`config.mk`:
```
export PLATFORM = sky130hd
export DESIGN_NAME = hbc_ctrl
export DESIGN_NICKNAME = d
export VERILOG_FILES = /design/src/hbc_pkg.sv /design/src/hbc_ctrl.sv
export SDC_FILE = /design/constraint.sdc
export NUM_CORES = 1
export LEC_CHECK = 0
export BUFFER_PORTS_ARGS = -buffer_cell sky130_fd_sc_hd__buf_2
export CAP_MARGIN = 10
export CORE_ASPECT_RATIO = 2
export CORE_MARGIN = 2
export CORE_UTILIZATION = 40
export CTS_CLUSTER_SIZE = 28
export DETAILED_ROUTE_END_ITERATION = 6
export GPL_TIMING_DRIVEN = 0
export SLEW_MARGIN = 20
export SYNTH_ARGS = -nofsm -noshare
export SYNTH_HDL_FRONTEND = slang
export SYNTH_SLANG_ARGS = --single-unit
```
`constraint.sdc`:
```
create_clock -name mclk_i -period 4.3 [get_ports mclk_i]
set_input_delay 1.075 -clock mclk_i [delete_from_list [all_inputs] [get_ports mclk_i]]
set_output_delay 1.075 -clock mclk_i [all_outputs]
set_load 0.02 [all_outputs]
```
`src/hbc_pkg.sv`:
```
// Shared constants and types for the host bus control signal generator.
// Assumes one 100 MHz core clock; counts are in core clock cycles.
`default_nettype none
package hbc_pkg;
   // -------------------------------------------------------------
   // Register map
   // -------------------------------------------------------------
   localparam logic [7:0] CTRL_ADDR = 8'h1f;
   localparam int LOCK_BIT = 0;
   localparam int BUSY_BIT = 1;
   localparam logic [7:0] CTRL_RESET = 8'h00;

   // -------------------------------------------------------------
   // Access description and host pin configuration
   // -------------------------------------------------------------
   typedef enum logic [2:0] {
      SP_ATTR, SP_COMMON, SP_IO, SP_EC, SP_EXT
   } hbc_space_t;
   typedef enum logic [1:0] {DST_A, DST_B, DST_AUX} hbc_dest_t;
   typedef enum logic [2:0] {
      TM_600, TM_300, TM_250, TM_200, TM_150, TM_100, TM_IO
   } hbc_tim_t;
   typedef struct packed {
      hbc_dest_t dest;
      hbc_space_t space;
      hbc_tim_t tim;
   } hbc_acc_t;
   typedef struct packed {
      logic cs_pol;    // 1: active high
      logic rd_pol;
      logic wr_pol;
      logic wa_pol;
      logic irq_pol;
      logic wa_od;     // 1: open drain
      logic irq_od;
      logic read_pin_func_sel;      // 1: pin is a direction level
      logic write_pin_func_sel;      // 1: pin is a transfer strobe
      logic ack_mode;  // 1: acknowledge, 0: wait
   } hbc_cfg_t;
   localparam hbc_cfg_t CFG_RESET = '0;

   // -------------------------------------------------------------
   // Read timing tables, indexed by hbc_tim_t
   // -------------------------------------------------------------
   localparam logic [3:0] T3_CYC [7] = '{
      4'h3, 4'h1, 4'h1, 4'h1, 4'h1, 4'h1, 4'h2};
   localparam logic [3:0] T4_CYC [7] = '{
      4'he, 4'h8, 4'h7, 4'h5, 4'h4, 4'h3, 4'h3};
   localparam logic [3:0] T5_CYC [7] = '{
      4'h0, 4'h0, 4'h0, 4'h0, 4'h0, 4'h0, 4'h2};
   localparam logic [3:0] T10_CYC [7] = '{
      4'h5, 4'h3, 4'h3, 4'h3, 4'h3, 4'h2, 4'h2};
   localparam logic [3:0] CNT_ZERO = 4'h0;
   localparam logic [3:0] CNT_ONE = 4'h1;
   localparam logic [3:0] CNT_TWO = 4'h2;
   localparam int CLK_NS = 10;
   localparam int DIR_BACK_NS = 70;
   localparam int DIR_BACK_CYC = DIR_BACK_NS / CLK_NS;
endpackage
`default_nettype wire

```
`src/hbc_ctrl.sv`:
```
// Host bus control signal generator: read cycle sequencing and pins.
// Assumes the destination decoder and setup port run on mclk_i.
// What this block does
// - After reset host port is off, inputs ignored, outputs undriven.
// - Setting lock bit at 1Fh enables access and freezes host config.
// - Each host input and output has its own active polarity.
// - Host outputs are open drain or push pull by configuration.
// - Read pin is a read strobe or a direction level.
// - Write pin is a write strobe or a transfer strobe.
// - Wait mode stretches the host cycle; ack mode marks its end.
// - Card enable chosen by access type and slot.
// - REG# only for attribute, I/O and extended channel cycles.
// - OE# for memory reads, IORD# for I/O, channel and external.
// - Length counter freezes while the target slot holds wait.
// - Attribute allows 600/300 only; common has no 300 timing.
// - I/O, channel and external reads share one timing profile.
// - Read strobe and buffer direction follow enable by 3, 1 or 2.
// - Base read length 14,8,7,5,4,3 clocks; I/O profile 3.
// - At length expiry wait ends or ack rises, address latch drops.
// - Read strobe holds 0 or 2 clocks past length expiry.
// - Host end releases strobe, isolates data, then flips direction.
// - One clock after strobe release, enable, REG# and latch free.
// - Data buffers stay off 5, 3 or 2 clocks after strobe release.
// - Start detection takes a synchroniser plus one decode clock.
`default_nettype none
module hbc_ctrl
   import hbc_pkg::*;
(
   input wire logic mclk_i,              // Core clock
   input wire logic reset_n_i,           // Sync reset, active low
   input wire logic cfg_we_i,            // Setup port write strobe
   input wire logic [7:0] cfg_addr_i,    // Setup port address
   input wire logic [7:0] cfg_wdata_i,   // Setup port write data
   output logic [7:0] cfg_rdata_o,       // Setup port read data
   input wire hbc_cfg_t host_cfg_i,      // Host pin configuration
   input wire hbc_acc_t acc_i,           // Decoded access description
   input wire logic irq_req_i,           // Interrupt request, internal
   input wire logic host_cs_i,           // Host chip select pin
   input wire logic host_read_or_dir_i,  // Host read or direction pin
   input wire logic host_write_or_strobe_i, // Host write or strobe pin
   input wire logic slot_a_wait_n_i,     // Slot A wait pin
   input wire logic slot_b_wait_n_i,     // Slot B wait pin
   output logic host_wait_or_ack_o,      // Wait/ack level
   output logic host_wait_or_ack_oe_o,   // Wait/ack drive enable
   output logic host_irq_o,              // Interrupt level
   output logic host_irq_oe_o,           // Interrupt drive enable
   output logic slot_a_primary_enable_n_o,   // Slot A enable 1
   output logic slot_a_secondary_enable_n_o, // Slot A enable 2
   output logic slot_b_primary_enable_n_o,   // Slot B enable 1
   output logic slot_b_secondary_enable_n_o, // Slot B enable 2
   output logic aux_peripheral_select_n_o,   // Aux select, regenerate
   output logic reg_n_o,                 // Attribute/IO space select
   output logic oe_n_o,                  // Memory read strobe
   output logic we_n_o,                  // Memory write strobe
   output logic iord_n_o,                // I/O read strobe
   output logic iowr_n_o,                // I/O write strobe
   output logic addr_buffer_latch_en_o,  // Address latch enable
   output logic addr_buffer_oe_n_o,      // Address buffer enable
   output logic data_buffer_dir_o,       // 1: card to host
   output logic data_buffer_oe_n_o       // Data buffer enable
);
   // -------------------------------------------------------------
   // Declarations and helpers
   // -------------------------------------------------------------
   typedef enum logic [3:0] {
      ST_IDLE, ST_START, ST_SETUP, ST_LEN, ST_HOLD,
      ST_ISO, ST_REL, ST_REC
   } hbc_state_t;

   logic lock_reg;
   hbc_cfg_t cfg_reg;
   hbc_acc_t acc_reg;
   hbc_state_t state_reg;
   logic [3:0] cnt_reg;
   logic [2:0] pin_s1_reg;
   logic [2:0] pin_s2_reg;
   logic [1:0] wait_s1_reg;
   logic [1:0] wait_s2_reg;
   logic cs_act, rd_pin_act, wr_pin_act, dir_read, rd_act;
   logic tgt_wait, ce_on, strobe_on, mem_read;
   logic wa_act;
   hbc_tim_t tim_eff;

   // Pin level to active flag under a configured polarity
   function automatic logic pin_act(input logic pin, input logic pol);
      pin_act = ~(pin ^ pol);
   endfunction

   // Effective timing: spaces narrow the choice of speeds
   function automatic hbc_tim_t eff_tim(input hbc_acc_t a);
      eff_tim = a.tim;
      if (a.space == SP_IO || a.space == SP_EC || a.space == SP_EXT) begin
         eff_tim = TM_IO;
      end else if (a.space == SP_ATTR) begin
         if (a.tim != TM_600) begin
            eff_tim = TM_300;
         end
      end else if (a.tim == TM_300 || a.tim == TM_IO) begin
         eff_tim = TM_250;
      end
   endfunction

   // -------------------------------------------------------------
   // Control register and configuration freeze
   // -------------------------------------------------------------
   // Lock is sticky until reset so the host config cannot shift mid-run
   always_ff @(posedge mclk_i) begin
      if (!reset_n_i) begin
         lock_reg <= CTRL_RESET[LOCK_BIT];
      end else if (cfg_we_i && cfg_addr_i == CTRL_ADDR &&
                   cfg_wdata_i[LOCK_BIT]) begin
         lock_reg <= 1'b1;
      end
   end

   // Host configuration follows the input only while unlocked
   always_ff @(posedge mclk_i) begin
      if (!reset_n_i) begin
         cfg_reg <= CFG_RESET;
      end else if (!lock_reg) begin
         cfg_reg <= host_cfg_i;
      end
   end

   // Read back: lock and a busy flag showing a cycle in flight
   always_ff @(posedge mclk_i) begin
      if (!reset_n_i) begin
         cfg_rdata_o <= CTRL_RESET;
      end else if (cfg_addr_i == CTRL_ADDR) begin
         cfg_rdata_o <= CTRL_RESET;
         cfg_rdata_o[LOCK_BIT] <= lock_reg;
         cfg_rdata_o[BUSY_BIT] <= (state_reg != ST_IDLE);
      end else begin
         cfg_rdata_o <= CTRL_RESET;
      end
   end

   // -------------------------------------------------------------
   // Pin synchronisers
   // -------------------------------------------------------------
   // Two stages on every asynchronous pin before any decode
   always_ff @(posedge mclk_i) begin
      if (!reset_n_i) begin
         pin_s1_reg <= '0;
         pin_s2_reg <= '0;
         wait_s1_reg <= '1;
         wait_s2_reg <= '1;
      end else begin
         pin_s1_reg <= {host_cs_i, host_read_or_dir_i,
                        host_write_or_strobe_i};
         pin_s2_reg <= pin_s1_reg;
         wait_s1_reg <= {slot_b_wait_n_i, slot_a_wait_n_i};
         wait_s2_reg <= wait_s1_reg;
      end
   end

   // -------------------------------------------------------------
   // Host cycle decode
   // -------------------------------------------------------------
   // Inputs count only after lock; write cycles are not served here
   assign cs_act = pin_act(pin_s2_reg[2], cfg_reg.cs_pol);
   assign rd_pin_act = pin_act(pin_s2_reg[1], cfg_reg.rd_pol);
   assign wr_pin_act = pin_act(pin_s2_reg[0], cfg_reg.wr_pol);
   assign dir_read = rd_pin_act; // Active direction level means read
   assign rd_act = lock_reg && cs_act &&
      (cfg_reg.write_pin_func_sel ? (wr_pin_act && dir_read)
                    : (!cfg_reg.read_pin_func_sel && rd_pin_act));

   // Only the target slot may stretch; aux has no wait input
   always_comb begin
      tgt_wait = 1'b0;
      if (acc_reg.dest == DST_A) begin
         tgt_wait = !wait_s2_reg[0];
      end else if (acc_reg.dest == DST_B) begin
         tgt_wait = !wait_s2_reg[1];
      end
   end

   assign tim_eff = eff_tim(acc_reg);

   // -------------------------------------------------------------
   // Read sequencer
   // -------------------------------------------------------------
   // State walk: start, enable, strobe, hold, isolate, release, recover
   always_ff @(posedge mclk_i) begin
      if (!reset_n_i) begin
         state_reg <= ST_IDLE;
         cnt_reg <= CNT_ZERO;
         acc_reg <= '0;
      end else begin
         case (state_reg)
            ST_IDLE: begin
               if (rd_act) begin
                  state_reg <= ST_START;
                  acc_reg <= acc_i;
               end
            end
            ST_START: begin
               state_reg <= ST_SETUP;
               cnt_reg <= T3_CYC[eff_tim(acc_reg)];
            end
            ST_SETUP: begin
               if (cnt_reg <= CNT_ONE) begin
                  state_reg <= ST_LEN;
                  cnt_reg <= T4_CYC[tim_eff];
               end else begin
                  cnt_reg <= cnt_reg - CNT_ONE;
               end
            end
            ST_LEN: begin
               if (tgt_wait) begin
                  cnt_reg <= cnt_reg;
               end else if (cnt_reg <= CNT_ONE) begin
                  state_reg <= ST_HOLD;
                  cnt_reg <= T5_CYC[tim_eff];
               end else begin
                  cnt_reg <= cnt_reg - CNT_ONE;
               end
            end
            ST_HOLD: begin
               if (cnt_reg != CNT_ZERO) begin
                  cnt_reg <= cnt_reg - CNT_ONE;
               end else if (!rd_act) begin
                  state_reg <= ST_ISO;
               end
            end
            ST_ISO: begin
               state_reg <= ST_REL;
               cnt_reg <= T10_CYC[tim_eff] - CNT_TWO;
            end
            ST_REL: begin
               state_reg <= ST_REC;
            end
            ST_REC: begin
               if (cnt_reg == CNT_ZERO) begin
                  state_reg <= ST_IDLE;
               end else begin
                  cnt_reg <= cnt_reg - CNT_ONE;
               end
            end
            default: begin
               state_reg <= ST_IDLE;
            end
         endcase
      end
   end

   // -------------------------------------------------------------
   // Card side strobes and buffers
   // -------------------------------------------------------------
   assign ce_on = (state_reg == ST_SETUP) || (state_reg == ST_LEN) ||
                  (state_reg == ST_HOLD) || (state_reg == ST_ISO);
   assign strobe_on = (state_reg == ST_LEN) || (state_reg == ST_HOLD);
   assign mem_read = (acc_reg.space == SP_ATTR) ||
                     (acc_reg.space == SP_COMMON);

   // Enable per destination and space
   assign slot_a_primary_enable_n_o = !(ce_on && acc_reg.dest == DST_A &&
      acc_reg.space != SP_EC && acc_reg.space != SP_EXT);
   assign slot_b_primary_enable_n_o = !(ce_on && acc_reg.dest == DST_B &&
      acc_reg.space != SP_EC && acc_reg.space != SP_EXT);
   assign slot_a_secondary_enable_n_o = !(ce_on &&
      acc_reg.dest == DST_A && acc_reg.space == SP_EC);
   assign slot_b_secondary_enable_n_o = !(ce_on &&
      acc_reg.dest == DST_B && acc_reg.space == SP_EC);
   assign aux_peripheral_select_n_o = !(ce_on &&
      acc_reg.space == SP_EXT);
   assign reg_n_o = !(ce_on && acc_reg.space != SP_COMMON &&
      acc_reg.space != SP_EXT);
   assign oe_n_o = !(strobe_on && mem_read);
   assign iord_n_o = !(strobe_on && !mem_read);
   // Write cycles are handled elsewhere; these strobes stay idle
   assign we_n_o = 1'b1;
   assign iowr_n_o = 1'b1;

   // Latch held from length expiry until one clock past strobe release
   assign addr_buffer_latch_en_o = !((state_reg == ST_HOLD) ||
      (state_reg == ST_ISO));
   assign addr_buffer_oe_n_o = !lock_reg;
   // Direction flips with the strobe and returns after isolation
   assign data_buffer_dir_o = strobe_on || (state_reg == ST_ISO);
   assign data_buffer_oe_n_o = !lock_reg || (state_reg == ST_ISO) ||
      (state_reg == ST_REL) || (state_reg == ST_REC);

   // -------------------------------------------------------------
   // Host side outputs
   // -------------------------------------------------------------
   // Wait spans detection to expiry; ack spans expiry to host end
   assign wa_act = cfg_reg.ack_mode ? (state_reg == ST_HOLD)
      : ((state_reg == ST_START) || (state_reg == ST_SETUP) ||
         (state_reg == ST_LEN));
   // Open drain drives only the active level; push pull drives whenever locked
   assign host_wait_or_ack_o = wa_act ? cfg_reg.wa_pol : !cfg_reg.wa_pol;
   assign host_wait_or_ack_oe_o = lock_reg &&
      (!cfg_reg.wa_od || wa_act);
   assign host_irq_o = irq_req_i ? cfg_reg.irq_pol : !cfg_reg.irq_pol;
   assign host_irq_oe_o = lock_reg &&
      (!cfg_reg.irq_od || irq_req_i);

   // -------------------------------------------------------------
   // Checks
   // -------------------------------------------------------------
   localparam int DIR_MAX = DIR_BACK_CYC;
   logic [3:0] len_seen_reg;
   logic [3:0] setup_seen_reg;

   // Cycle counts of the enable-to-strobe and unstretched length phases
   always_ff @(posedge mclk_i) begin
      if (!reset_n_i || state_reg == ST_START) begin
         len_seen_reg <= CNT_ZERO;
         setup_seen_reg <= CNT_ZERO;
      end else if (state_reg == ST_SETUP) begin
         setup_seen_reg <= setup_seen_reg + CNT_ONE;
      end else if (state_reg == ST_LEN && !tgt_wait) begin
         len_seen_reg <= len_seen_reg + CNT_ONE;
      end
   end
endmodule
`default_nettype wire

```
# After elaboration in Yosys (flattened, before gate mapping)
# Memory sizes are Yosys's and may differ from the RTL's.
# Index checks and enable logic that the tools add are counted.
[totals] output_inout_bits=26 n_memories=4 mem_bits_ro=128 wordCells=168 ramBits=0 in_bits=43 reg_bits=45 latchBits=0
[memory_table] memory="(no name shown)" words=8 width=4 rd=1 rd_ports_with_merged_regs=0 wr=0 line="hbc_ctrl.sv:229" source="cnt_reg <= T10_CYC[tim_eff] - CNT_TWO;"
[memory_table] memory="(no name shown)" words=8 width=4 rd=1 rd_ports_with_merged_regs=0 wr=0 line="hbc_ctrl.sv:215" source="cnt_reg <= T5_CYC[tim_eff];"
[memory_table] memory="(no name shown)" words=8 width=4 rd=1 rd_ports_with_merged_regs=0 wr=0 line="hbc_ctrl.sv:205" source="cnt_reg <= T4_CYC[tim_eff];"
[memory_table] memory="(no name shown)" words=8 width=4 rd=1 rd_ports_with_merged_regs=0 wr=0 line="hbc_ctrl.sv:200" source="cnt_reg <= T3_CYC[eff_tim(acc_reg)];"
[classes] reduce_logical=68 bitwise_logic=8 shifts=0 multipliers=0 n_lt_le_gt_ge=3 add_sub_neg=2 n_div=0 muxes=34 eq_ne=27
[op_table] cell="two-way mux 4 bit" n=20
[op_table] cell="case mux 4 bit (8 select lines)" n=1
[op_table] cell="case mux 4 bit (6 select lines)" n=1
[op_table] cell="logical AND 1 bit" n=21
[op_table] cell="zero test 1 bit" n=18
[op_table] cell="two-way mux 3 bit" n=6
[op_table] cell="!= test 2 bit, second input constant" n=9
[op_table] cell="logical OR 1 bit" n=17
[op_table] cell="== test 4 x 3 -> 1 bit, second input constant" n=4
[op_table] cell="== test 4 x 2 -> 1 bit, second input constant" n=2
[op_table] cell="== test 8 x 5 -> 1 bit, second input constant" n=1
[op_table] cell=">= comparator 4 bit, second input constant" n=2
[op_table] cell="zero test 4 bit" n=2
[op_table] cell="NOT 3 -> 4 bit" n=2
[op_table] cell="nonzero test 4 bit" n=2
[op_table] cell="AND reduction 7 bit" n=1
[op_table] cell="== test 3 x 1 -> 1 bit, second input constant" n=2
[op_table] cell="== test 3 x 2 -> 1 bit, second input constant" n=2
[op_table] cell="== test 3 bit, second input constant" n=2
[op_table] cell="two-way mux 1 bit" n=6
[op_table] cell="nonzero test 6 bit" n=1
[op_table] cell="== test 4 x 1 -> 1 bit, second input constant" n=1
[op_table] cell="<= comparator 4 x 1 -> 1 bit, second input constant" n=1
[op_table] cell="AND reduction 2 bit" n=2
[op_table] cell="12 further kinds" n=16

# Logic depth before layout (Yosys ltp)
# Gate-level depths: netlist of the first run.
[logic_depth] word_depth=12 ltp_mapped=9 ltp_nobuf=8

# Least setup slack after synthesis of the first run
# No wires, ideal clock.
[synth_path] path_type="register to output" from="register state_reg[0]" to="output host_wait_or_ack_oe_o" t_arrival_ns=1.474 required_ns=3.225 stages_incl_launch_ff=5 slack_ns=1.751 path_cell_list="dfxtp_1 clkbuf_1 nor2_1 or3_1 a31oi_1"
[synth_between] elab_chain_cells=6 elab_cells_between_ends=9
[synth_rtl] item="from (decl)" line="hbc_ctrl.sv:73" source="hbc_state_t state_reg;"
[synth_rtl] item="from (signal assigned)" line="hbc_ctrl.sv:187" source="state_reg <= ST_IDLE;"
[synth_rtl] item="from (signal assigned)" line="hbc_ctrl.sv:194" source="state_reg <= ST_START;"
[synth_rtl] item="from (signal assigned)" line="hbc_ctrl.sv:199" source="state_reg <= ST_SETUP;"
[synth_rtl] item="== test 4 x 1 -> 1 bit / == test 4 x 2 -> 1 bit (equally long branches)" line="hbc_ctrl.sv:290" source=": ((state_reg == ST_START) || (state_reg == ST_SETUP) ||"
[synth_rtl] item="logical OR 1 bit (2 in series)" line="hbc_ctrl.sv:290"
[synth_rtl] item="two-way mux 1 bit (*)" line="hbc_ctrl.sv:289" source="assign wa_act = cfg_reg.ack_mode ? (state_reg == ST_HOLD)"
[synth_rtl] item="logical OR 1 bit (*)" line="hbc_ctrl.sv:295" source="(!cfg_reg.wa_od || wa_act);"
[synth_rtl] item="logical AND 1 bit (*)" line="hbc_ctrl.sv:294" source="assign host_wait_or_ack_oe_o = lock_reg &&"
[synth_rtl] item="to (decl)" line="hbc_ctrl.sv:44" source="output logic host_wait_or_ack_oe_o,"
# Every way passes the cells marked *; elsewhere a longest branch is shown, timed or not.

# Worst setup path after layout of the first run
[layout_path] from="register state_reg[0]" to="output iord_n_o"
[layout_between] elab_chain_cells=4 elab_cells_between_ends=5
[layout_rtl] item="== test 4 x 2 -> 1 bit / == test 4 x 3 -> 1 bit (equally long branches)" line="hbc_ctrl.sv:253" source="assign strobe_on = (state_reg == ST_LEN) || (state_reg == ST_HOLD);"
[layout_rtl] item="logical OR 1 bit (*)" line="hbc_ctrl.sv:253"
[layout_rtl] item="logical AND 1 bit (*)" line="hbc_ctrl.sv:271" source="assign iord_n_o = !(strobe_on && !mem_read);"
[layout_rtl] item="zero test 1 bit (*)" line="hbc_ctrl.sv:271"
[layout_rtl] item="to (decl)" line="hbc_ctrl.sv:55" source="output logic iord_n_o,"
# Marks and branches as above.

==> results_dict.tcl, run 1 <==
set metrics [dict create \
    cts_buffers 5 \
    grt_pass1_vias 1957 \
    die_w_um 56.8 \
    grt_use_total 0.187 \
    insertedDiodeCount 0 \
    arrival_ns 2.08 \
    grt_pass1_wl_mm 9.04 \
    fin_nets 378 \
    cts.repair.resized 0 \
    fin_crit_sh 0.734 \
    rsz0062_at_grt "no" \
    num-fill-cells 593 \
    cts-root-buf "clkbuf_8" \
    cp_top_family "buffers and inverters" \
    synth-seq-cells 38 \
    post-route-min-period_ns 3.16 \
    antenna_found_initial 0 \
    holdWs_ns 0.411 \
    hp-class "reg2reg" \
    critPathKind "reg2out" \
    vias 2080 \
    io_buffers 53 \
    ys_seq_area_frac 0.341 \
    slowest_stage "buf_1" \
    hold_viol_final 0 \
    min_from "wait_s1_reg[1]$_SDFF_PN1_" \
    skew_ns 0.0117 \
    drc 0 \
    syn-instance-count 265 \
    synth_ff_type "dfxtp_1" \
    mostFrequentLayoutCells "buf_2 (58), dfxtp_1 (38), nor2_1 (29), mux2i_1 (19), nand2_1 (15)" \
    post_route_cells_drive_above_1_share 0.289 \
    placed_cells 384 \
    dpl-instance-area_sq_um 2590 \
    worstSetupStartpoint "state_reg[0]$_SDFFE_PN0P_" \
    slew_viol_final 0 \
    leakage_nw 1.21 \
    largest_reg_flops 10 \
    htree_levels 2 \
    crit_path_start_kind "register" \
    coreArea_sq_um 5420 \
    post_cts_buffers 0 \
    r2r_start "acc_reg[1]$_SDFFE_PN0P_" \
    crit_path_frequent_cell "o21ai_0" \
    final_common_cell "buf_2" \
    setup_viol 0 \
    drt-initial-drc-count 54 \
    gr-total-overflow 0 \
    crit_chain "clkbuf_1 > buf_1 > nand2_1 > o21ai_0 > o21ai_0 > buf_2" \
    cts_sinks 38 \
    power_density_nw_per_um2 291 \
    worstMarginPinSlew_ns 0.619 \
    boundaryPins 69 \
    die_h_um 110 \
    viasPerCell 5.31 \
    clockBufferDepth 2 \
    layoutNonFillerInstCount 392 \
    design_area_sq_um 2730 \
    die_area_sq_um 6220 \
    cts_tree "built" \
    initial_core_util 0.411 \
    slowest_delay_ns 0.40 \
    syn_avg_cell_area_sq_um 8.41 \
    globalplace.congestion 0.932 \
    cp-end-kind "output pin" \
    path_buf_inv 3 \
    antenna_left 0 \
    drv_cap 0 \
    wl_per_cell_um 14.5 \
    clkTransAtPathRegs_ns 0.08 \
    finalWirelength_mm 5.70 \
    hpwl_mm 4.36 \
    grt_max_degree 14 \
    synthToLayoutAreaGrowth_pct 22.5 \
    crit_path_max_fanout 10 \
    rows 38 \
    ctsHoldBuffers 0 \
    synth_area_sq_um 2230 \
    async_reset_ff_frac 0 \
    fin_tns_setup_ns 0 \
    status "finished, final reports clean" \
    peakVddDrop_mv 0.242 \
    fmax_mhz 317 \
    synthDistinctLibCells 64 \
    slew-limit-headroom 0.587 \
    crit_required_ns 3.22 \
    yosys_warnings 0 \
    first_pass_iters 5 \
    synth_edf_count 0 \
    clock_latency_ns 0.30 \
]
-- per-stage QoR --
step	util	total power [mW]	setup WS, ns
finish	0.503	0.794	1.14
global route	0.503	0.817	0.997
floorplan	-	0.404	1.75
detailed placement	0.478	0.429	1.53
CTS	0.503	0.801	1.17
global placement	0.478	0.428	1.49
-- cell families after synthesis --
kind of cell             count (synthesis)  synth area share
buffers and inverters                   34            0.0831
adder cells (fa/ha/maj)                  4            0.0225
flip-flops                              38             0.341
other                                    2           0.00337
multiplexers                            20            0.0904
AND/OR/NAND/NOR                        106             0.262
XOR/XNOR                                 9            0.0354
AO/OA/AOI/OAI                           52             0.162
-- where the power goes --
| part | total (mW) | internal [mW] | switching [mW] |
|---|---|---|---|
| Clock | 0.374 | 0.233 | 0.141 |
| Sequential | 0.365 | 0.361 | 0.00411 |
| Combinational | 0.0545 | 0.0269 | 0.0276 |
| Total | 0.794 | 0.621 | 0.173 |
-- final timing paths --
check                              endpoint  slack, ns  cells after the start
hold reg to reg   wait_s2_reg[1]$_SDFF_PN1_       0.41                      1
setup / recovery                   iord_n_o       1.14                      6
hold / removal    wait_s2_reg[1]$_SDFF_PN1_       0.41                      1
setup reg to reg    cnt_reg[2]$_SDFFE_PN0P_       1.96                      8
-- cell type report --
class / count / area [sq um] / share of cell area
multi-input combinational: 199 / 1310 / 0.478
sequential: 38 / 761 / 0.279
timing repair buffer: 53 / 265 / 0.0972
buffer: 25 / 151 / 0.0555
tap: 60 / 75.1 / 0.0275
clock buffer: 5 / 68.8 / 0.0252
clock inverter: 3 / 68.8 / 0.0252
inverter: 9 / 33.8 / 0.0124
-- cells in the mapped netlist, drive strengths merged, types with 2 or more instances --
cell     count  share of area
o22ai        4          0.011
ha           4          0.022
mux2i       19          0.085
a221oi       2         0.0079
a21oi        8          0.018
nor2        29          0.049
nor3         8          0.018
nor3b        2         0.0090
o21ai       14          0.035
nand4        2         0.0084
and2         9          0.025
nor4         3         0.0084
conb         2         0.0034
clkbuf       7          0.013
and2b        2         0.0073
or2          5          0.014
xor2         4          0.016
o2bb2ai      2         0.0079
o211ai       3          0.010
or4b         2         0.0090
inv          8          0.013
nand3b       2         0.0067
a31oi        3         0.0084
xnor2        5          0.020
a311oi       2         0.0079
nand3        6          0.013
or3          4          0.012
dfxtp       38           0.34
nand2       15          0.025
nor2b        3         0.0095
nand2b       9          0.025
buf         18          0.055
-- layer usage --
layer  up-vias  track usage  part of all wire
met5         -            0                 0
met4         0        0.101             0.048
met3        21       0.0235             0.050
met2        74        0.346              0.52
met1       932        0.204              0.38
li1       1053            -                 -
-- worst reg2reg max path, stage by stage, from the launching register on --
cell,delay [ns]
dfxtp_1,0.30
clkbuf_1,0.18
or3_2,0.48
or3_1,0.34
ha_1,0.29
o22ai_1,0.08
a22o_1,0.24
a31oi_1,0.20
o21ai_0,0.12
Note: power is estimated with default switching activity, not from simulation.
==> run 2, diff against run 1 <==
Settings changed: ABC_AREA from default to 1, PLACE_DENSITY from default to 0.66.
Clock period 4.3 ns to 3 ns, I/O delays scaled along.
==> run 2 against run 1 <==
Compared with the run above:
- global-route usage rose by 0.47 points
- highest routed layer unchanged
- critical path depth is 2 higher
- critical endpoint is now host_wait_or_ack_oe_o
- non-clock buffer count down 10
- sequential share of layout area increased by 2.9 points
- design area is 9.3% lower
- setup slack got worse by 0.77 ns
==> results_dict.tcl, run 2 <==
set metrics [dict create \
    slew_viol_final 0 \
    boundaryPins 69 \
    viasPerCell 4.81 \
    syn-instance-count 301 \
    antenna_found_initial 0 \
    synth-seq-cells 38 \
    synth_edf_count 0 \
    wl_per_cell_um 11.4 \
    leakage_nw 1.25 \
    r2r_start "cnt_reg[0]$_SDFFE_PN0P_" \
    die_w_um 54.4 \
    initial_core_util 0.417 \
    vias 2041 \
    rr_endpoint "cnt_reg[2]$_SDFFE_PN0P_" \
    synthToLayoutAreaGrowth_pct 21.9 \
    slew-limit-headroom 0.670 \
    synth_ff_type "dfxtp_1" \
    hpwl_mm 4.04 \
    power_frac_clock 0.227 \
    grt_pass1_vias 1960 \
    drt-initial-drc-count 27 \
    min_from "pin_s1_reg[1]$_SDFF_PN0_" \
    critPathKind "reg2out" \
    multi_input_area_sq_um 1020 \
    rsz0062_at_grt "no" \
    use_met2 0.354 \
    power_density_nw_per_um2 626 \
    crit_required_ns 2.25 \
    yosysMostFrequentCell "nand2_1" \
    grt_max_degree 12 \
    synthDistinctLibCells 31 \
    cts-root-buf "clkbuf_8" \
    postLayoutCoreUtil 0.509 \
    post-route-min-period_ns 2.63 \
    async_reset_ff_frac 0 \
    cts_sinks 38 \
    cp-end-kind "output pin" \
    rr_worst_depth 10 \
    hold_path_end "pin_s2_reg[1]$_SDFF_PN0_" \
    gr-total-overflow 0 \
    antenna_left 0 \
    synth_top_area_cell "dfxtp_1" \
    globalplace.congestion 0.829 \
    die_h_um 105 \
    cts.repair.resized 0 \
    worstMarginPinSlew_ns 0.491 \
    yosys_warnings 0 \
    use_met3 0.0371 \
    crit_path_start_kind "register" \
    mostFrequentLayoutCells "buf_2 (54), nand2_1 (53), inv_1 (39), dfxtp_1 (38), nor2_1 (37)" \
    coreArea_sq_um 4860 \
    cts_buffers 5 \
    hold_viol_final 0 \
    arrival_ns 1.88 \
    largest_reg_flops 10 \
    setup_viol 0 \
    grt_busiest_layer "met2" \
    first_pass_iters 4 \
    cts_tree "built" \
    fin_nets 413 \
    clkTransAtPathRegs_ns 0.07 \
    io_buffers 52 \
    switching_share 0.387 \
    final_common_cell "buf_2" \
    p_switching_uw 599 \
    synth_top_area_frac 0.375 \
    p_int_uw 951 \
    hp-class "reg2reg" \
    finalWirelength_mm 4.84 \
    fmax_mhz 381 \
    die_area_sq_um 5690 \
    hold_depth 2 \
    fin_tns_setup_ns 0 \
    synth_area_sq_um 2030 \
    ff_latch_area_sq_um 761 \
    synth_top_cells_by_count "nand2_1 (53), inv_1 (39), dfxtp_1 (38)" \
    syn_avg_cell_area_sq_um 6.74 \
    grt_use_total 0.192 \
    insertedDiodeCount 0 \
    status "finished, final reports clean" \
    ys_seq_area_frac 0.375 \
    ctsHoldBuffers 0 \
    synth.area.top_cells "dfxtp_1 (37%), nand2_1 (9.8%), inv_1 (7.2%)" \
    clock_latency_ns 0.29 \
    rows 36 \
    crit_path_max_fanout 8 \
    htree_levels 2 \
    power_frac_seq 0.376 \
    grt_pass1_wl_mm 8.11 \
    post_route_cells_drive_above_1_share 0.253 \
    comb_power_share 0.397 \
    post_cts_buffers 0 \
    drc 0 \
    grt_use_met1 0.175 \
    r2r_setup_slack_ns 1.11 \
    peakVddDrop_mv 0.451 \
    drv_cap 0 \
    num-fill-cells 517 \
    clockBufferDepth 2 \
    fin_crit_sh 0.876 \
    skew_ns 0.00749 \
]
## run 2: cell families (layout without fill, tap and decap cells)
group,Yosys count,count (layout),synth area share
buf+inv,63,123,0.133
fa+ha+maj,4,4,0.0247
simple gates,132,132,0.293
other cells,2,8,0.00370
flops,38,38,0.375
xor+xnor,5,5,0.0216
compound gates,57,57,0.150
## run 2: power groups by stage
stage | clock (mW) | sequential (mW) | combinational [mW]
6_report | 0.351 | 0.584 | 0.615
5_1_grt | 0.386 | 0.589 | 0.691
4_1_cts | 0.363 | 0.583 | 0.618
3_5_place_dp | 0 | 0.595 | 0.616
3_3_place_gp | 0 | 0.594 | 0.601
2_1_floorplan | 0 | 0.588 | 0.457
## run 2: through the flow
stage                     power [mW]  area (sq um)  hold slack, ns  setup WS (ns)  cells
after detailed placement        1.21          2380           0.399          0.683    416
final                           1.55          2470           0.413          0.372    424
after CTS                       1.56          2470           0.415          0.364    424
after global routing            1.67          2470           0.429          0.193    424
after global placement          1.20          2380           0.391          0.702    416
after floorplan                 1.05          2050           0.390           1.01    307
## run 2: worst max-delay path by stage
stage	start	end	slack [ns]	depth (start not counted)
6_report	state_reg[2]$_SDFFE_PN0P_	host_wait_or_ack_oe_o	0.37	8
3_3_place_gp	state_reg[2]$_SDFFE_PN0P_	host_wait_or_ack_oe_o	0.70	8
5_1_grt	state_reg[2]$_SDFFE_PN0P_	host_wait_or_ack_oe_o	0.19	8
3_5_place_dp	state_reg[2]$_SDFFE_PN0P_	host_wait_or_ack_oe_o	0.68	8
2_1_floorplan	state_reg[2]$_SDFFE_PN0P_	host_wait_or_ack_o	1.01	6
4_1_cts	state_reg[2]$_SDFFE_PN0P_	host_wait_or_ack_oe_o	0.36	8
## run 2: final cells by class
type,count,area share
Sequential cell,38,0.307
Inverter,47,0.0713
Tap cell,57,0.0288
Clock buffer,7,0.0349
Timing Repair Buffer,52,0.105
Buffer,16,0.0374
Clock inverter,1,0.00202
Multi-Input combinational cell,206,0.413
## run 2: worst max-delay path, stage by stage, from the launching register on
cell and delay [ns]:
dfxtp_1 0.31, buf_2 0.20, inv_2 0.08, nor2_1 0.21, inv_1 0.13, a21oi_1 0.31, o21ai_0 0.12, inv_1 0.07
buf_2 0.16
## run 2: routing by layer
layer / vias to the layer above / share of wire
li1: 1067 / -
met1: 909 / 0.35
met2: 51 / 0.57
met3: 14 / 0.041
met4: 0 / 0.044
met5: - / 0
==> run 3, diff against run 2 <==
Settings changed: CORE_ASPECT_RATIO 2 to 0.75.
==> run 3 against run 2 <==
Compared with the run above:
- hold slack gained 0.0041 ns
- clock power up 47%
- global-route usage fell by 1.9 points
- combinational power fell by 3%
- largest cell class unchanged
==> results_dict.tcl, run 3 (same netlist as run 2, synthesis figures left out) <==
set metrics [dict create \
    status "finished, final reports clean" \
    cts_buffers 5 \
    wl_per_cell_um 10.6 \
    hpwl_mm 3.65 \
    crit_path_start_kind "register" \
    crit_required_ns 2.25 \
    num-fill-cells 520 \
    insertedDiodeCount 0 \
    grt_pass1_vias 1811 \
    die_area_sq_um 5670 \
    cts_sinks 38 \
    clockBufferDepth 2 \
    drv_cap 0 \
    fin_nets 413 \
    power_density_nw_per_um2 673 \
    fmax_mhz 391 \
    hold_viol_final 0 \
    final_common_cell "buf_2" \
    grt_use_total 0.173 \
    cts-root-buf "clkbuf_8" \
    ctsHoldBuffers 0 \
    path_buf_inv 5 \
    setup_viol 0 \
    largest_reg_flops 10 \
    worstMarginPinSlew_ns 0.538 \
    wl_met3_um 343 \
    first_pass_iters 4 \
    htree_levels 2 \
    slew_viol_final 0 \
    coreArea_sq_um 4900 \
    critPathKind "reg2out" \
    skew_ns 0.00609 \
    viasPerCell 4.68 \
    drt-met1-wl_mm 2.23 \
    drc 0 \
    post_cts_buffers 0 \
    vias 2000 \
    drt-initial-drc-count 114 \
    globalplace.congestion 0.830 \
    path_depth 8 \
    post-place-ws_ns 0.749 \
    antenna_left 0 \
    io_buffers 52 \
    finalWirelength_mm 4.52 \
    boundaryPins 69 \
    route.met2.wl_mm 1.90 \
    clkTransAtPathRegs_ns 0.08 \
    grt_pass1_wl_mm 7.69 \
    hold_depth 2 \
    arrival_ns 1.81 \
    fin_tns_setup_ns 0 \
    fin_ws_ns 0.442 \
    die_h_um 65.7 \
    rsz0062_at_grt "no" \
    crit_chain "buf_2 > inv_2 > nor2_1 > inv_1 > a21oi_1 > o21ai_0 > inv_1 > buf_2" \
    slowest_stage "dfxtp_1" \
    mostFrequentLayoutCells "buf_2 (54), nand2_1 (53), inv_1 (39), dfxtp_1 (38), nor2_1 (37)" \
    synthToLayoutAreaGrowth_pct 24.4 \
    placed_cells 419 \
    cp-end-kind "output pin" \
    layoutNonFillerInstCount 427 \
    fin_crit_sh 0.853 \
    slowest_delay_ns 0.31 \
    die_w_um 86.3 \
    maxUsedRoutingLayer "met4" \
    gr-total-overflow 0 \
    post-route-min-period_ns 2.56 \
    cp_top_family "buffers and inverters" \
    antenna_found_initial 0 \
    clock_latency_ns 0.29 \
    rows 22 \
    cts.repair.resized 0 \
    leakage_nw 1.27 \
    rr_worst_depth 13 \
    peakVddDrop_mv 0.370 \
    cts_tree "built" \
    grt_max_degree 14 \
    slew-limit-headroom 0.638 \
    hp-class "reg2reg" \
    post_route_cells_drive_above_1_share 0.256 \
    initial_core_util 0.414 \
    crit_path_max_fanout 8 \
]
run 3: cell types whose count changed in the layout (fill, tap and decap cells not counted), sizes merged:
cell    previous run  this run
clkbuf            13        11
bufinv             0         2
run 3: layout make-up:
type	instances	area, sq um	area share
plain buffers	16	92.6	0.0367
flip-flops and latches	38	761	0.301
clock inverters	3	68.8	0.0273
inverters	47	176	0.0699
repair buffers	52	260	0.103
multi-input cells	206	1020	0.405
clock buffers	5	68.8	0.0273
well taps	60	75.1	0.0297
run 3: through the flow:
stage          power (mW)  cell area [sq um]  hold WS (ns)  utilization
2_1_floorplan        1.05               2050         0.390            -
3_3_place_gp         1.18               2390         0.393        0.487
3_5_place_dp         1.19               2390         0.400        0.487
4_1_cts              1.71               2520         0.420        0.515
5_1_grt              1.83               2520         0.428        0.515
6_report             1.70               2520         0.417        0.515
run 3: worst paths after layout:
kind	slack, ns	to	startpoint
worst max register to register	1.16	cnt_reg[2]$_SDFFE_PN0P_	acc_reg[4]$_SDFFE_PN0P_
worst min register to register	0.42	pin_s2_reg[0]$_SDFF_PN0_	pin_s1_reg[0]$_SDFF_PN0_
worst max-delay path	0.44	host_wait_or_ack_oe_o	state_reg[2]$_SDFFE_PN0P_
worst min-delay path	0.42	pin_s2_reg[0]$_SDFF_PN0_	pin_s1_reg[0]$_SDFF_PN0_
run 3: power by group:
part | internal [mW] | switching [mW] | leakage (nW)
Combinational | 0.212 | 0.383 | 0.890
Clock | 0.333 | 0.183 | 0.0683
Sequential | 0.551 | 0.0355 | 0.312
Total | 1.10 | 0.602 | 1.27
run 3: layer usage:
layer	global-route usage	vias to the layer above
li1	-	1062
met4	0.0605	0
met1	0.225	862
met5	0	-
met2	0.276	70
met3	0.0477	6
run 3: tightest hold or removal path, delay by kind of cell, from the launching register on:
| kind | cells | cell delay (ns) |
|---|---|---|
| DFF | 1 | 0.31 |
| buffers and inverters | 1 | 0.04 |
| and+or+nand+nor | 1 | 0.04 |
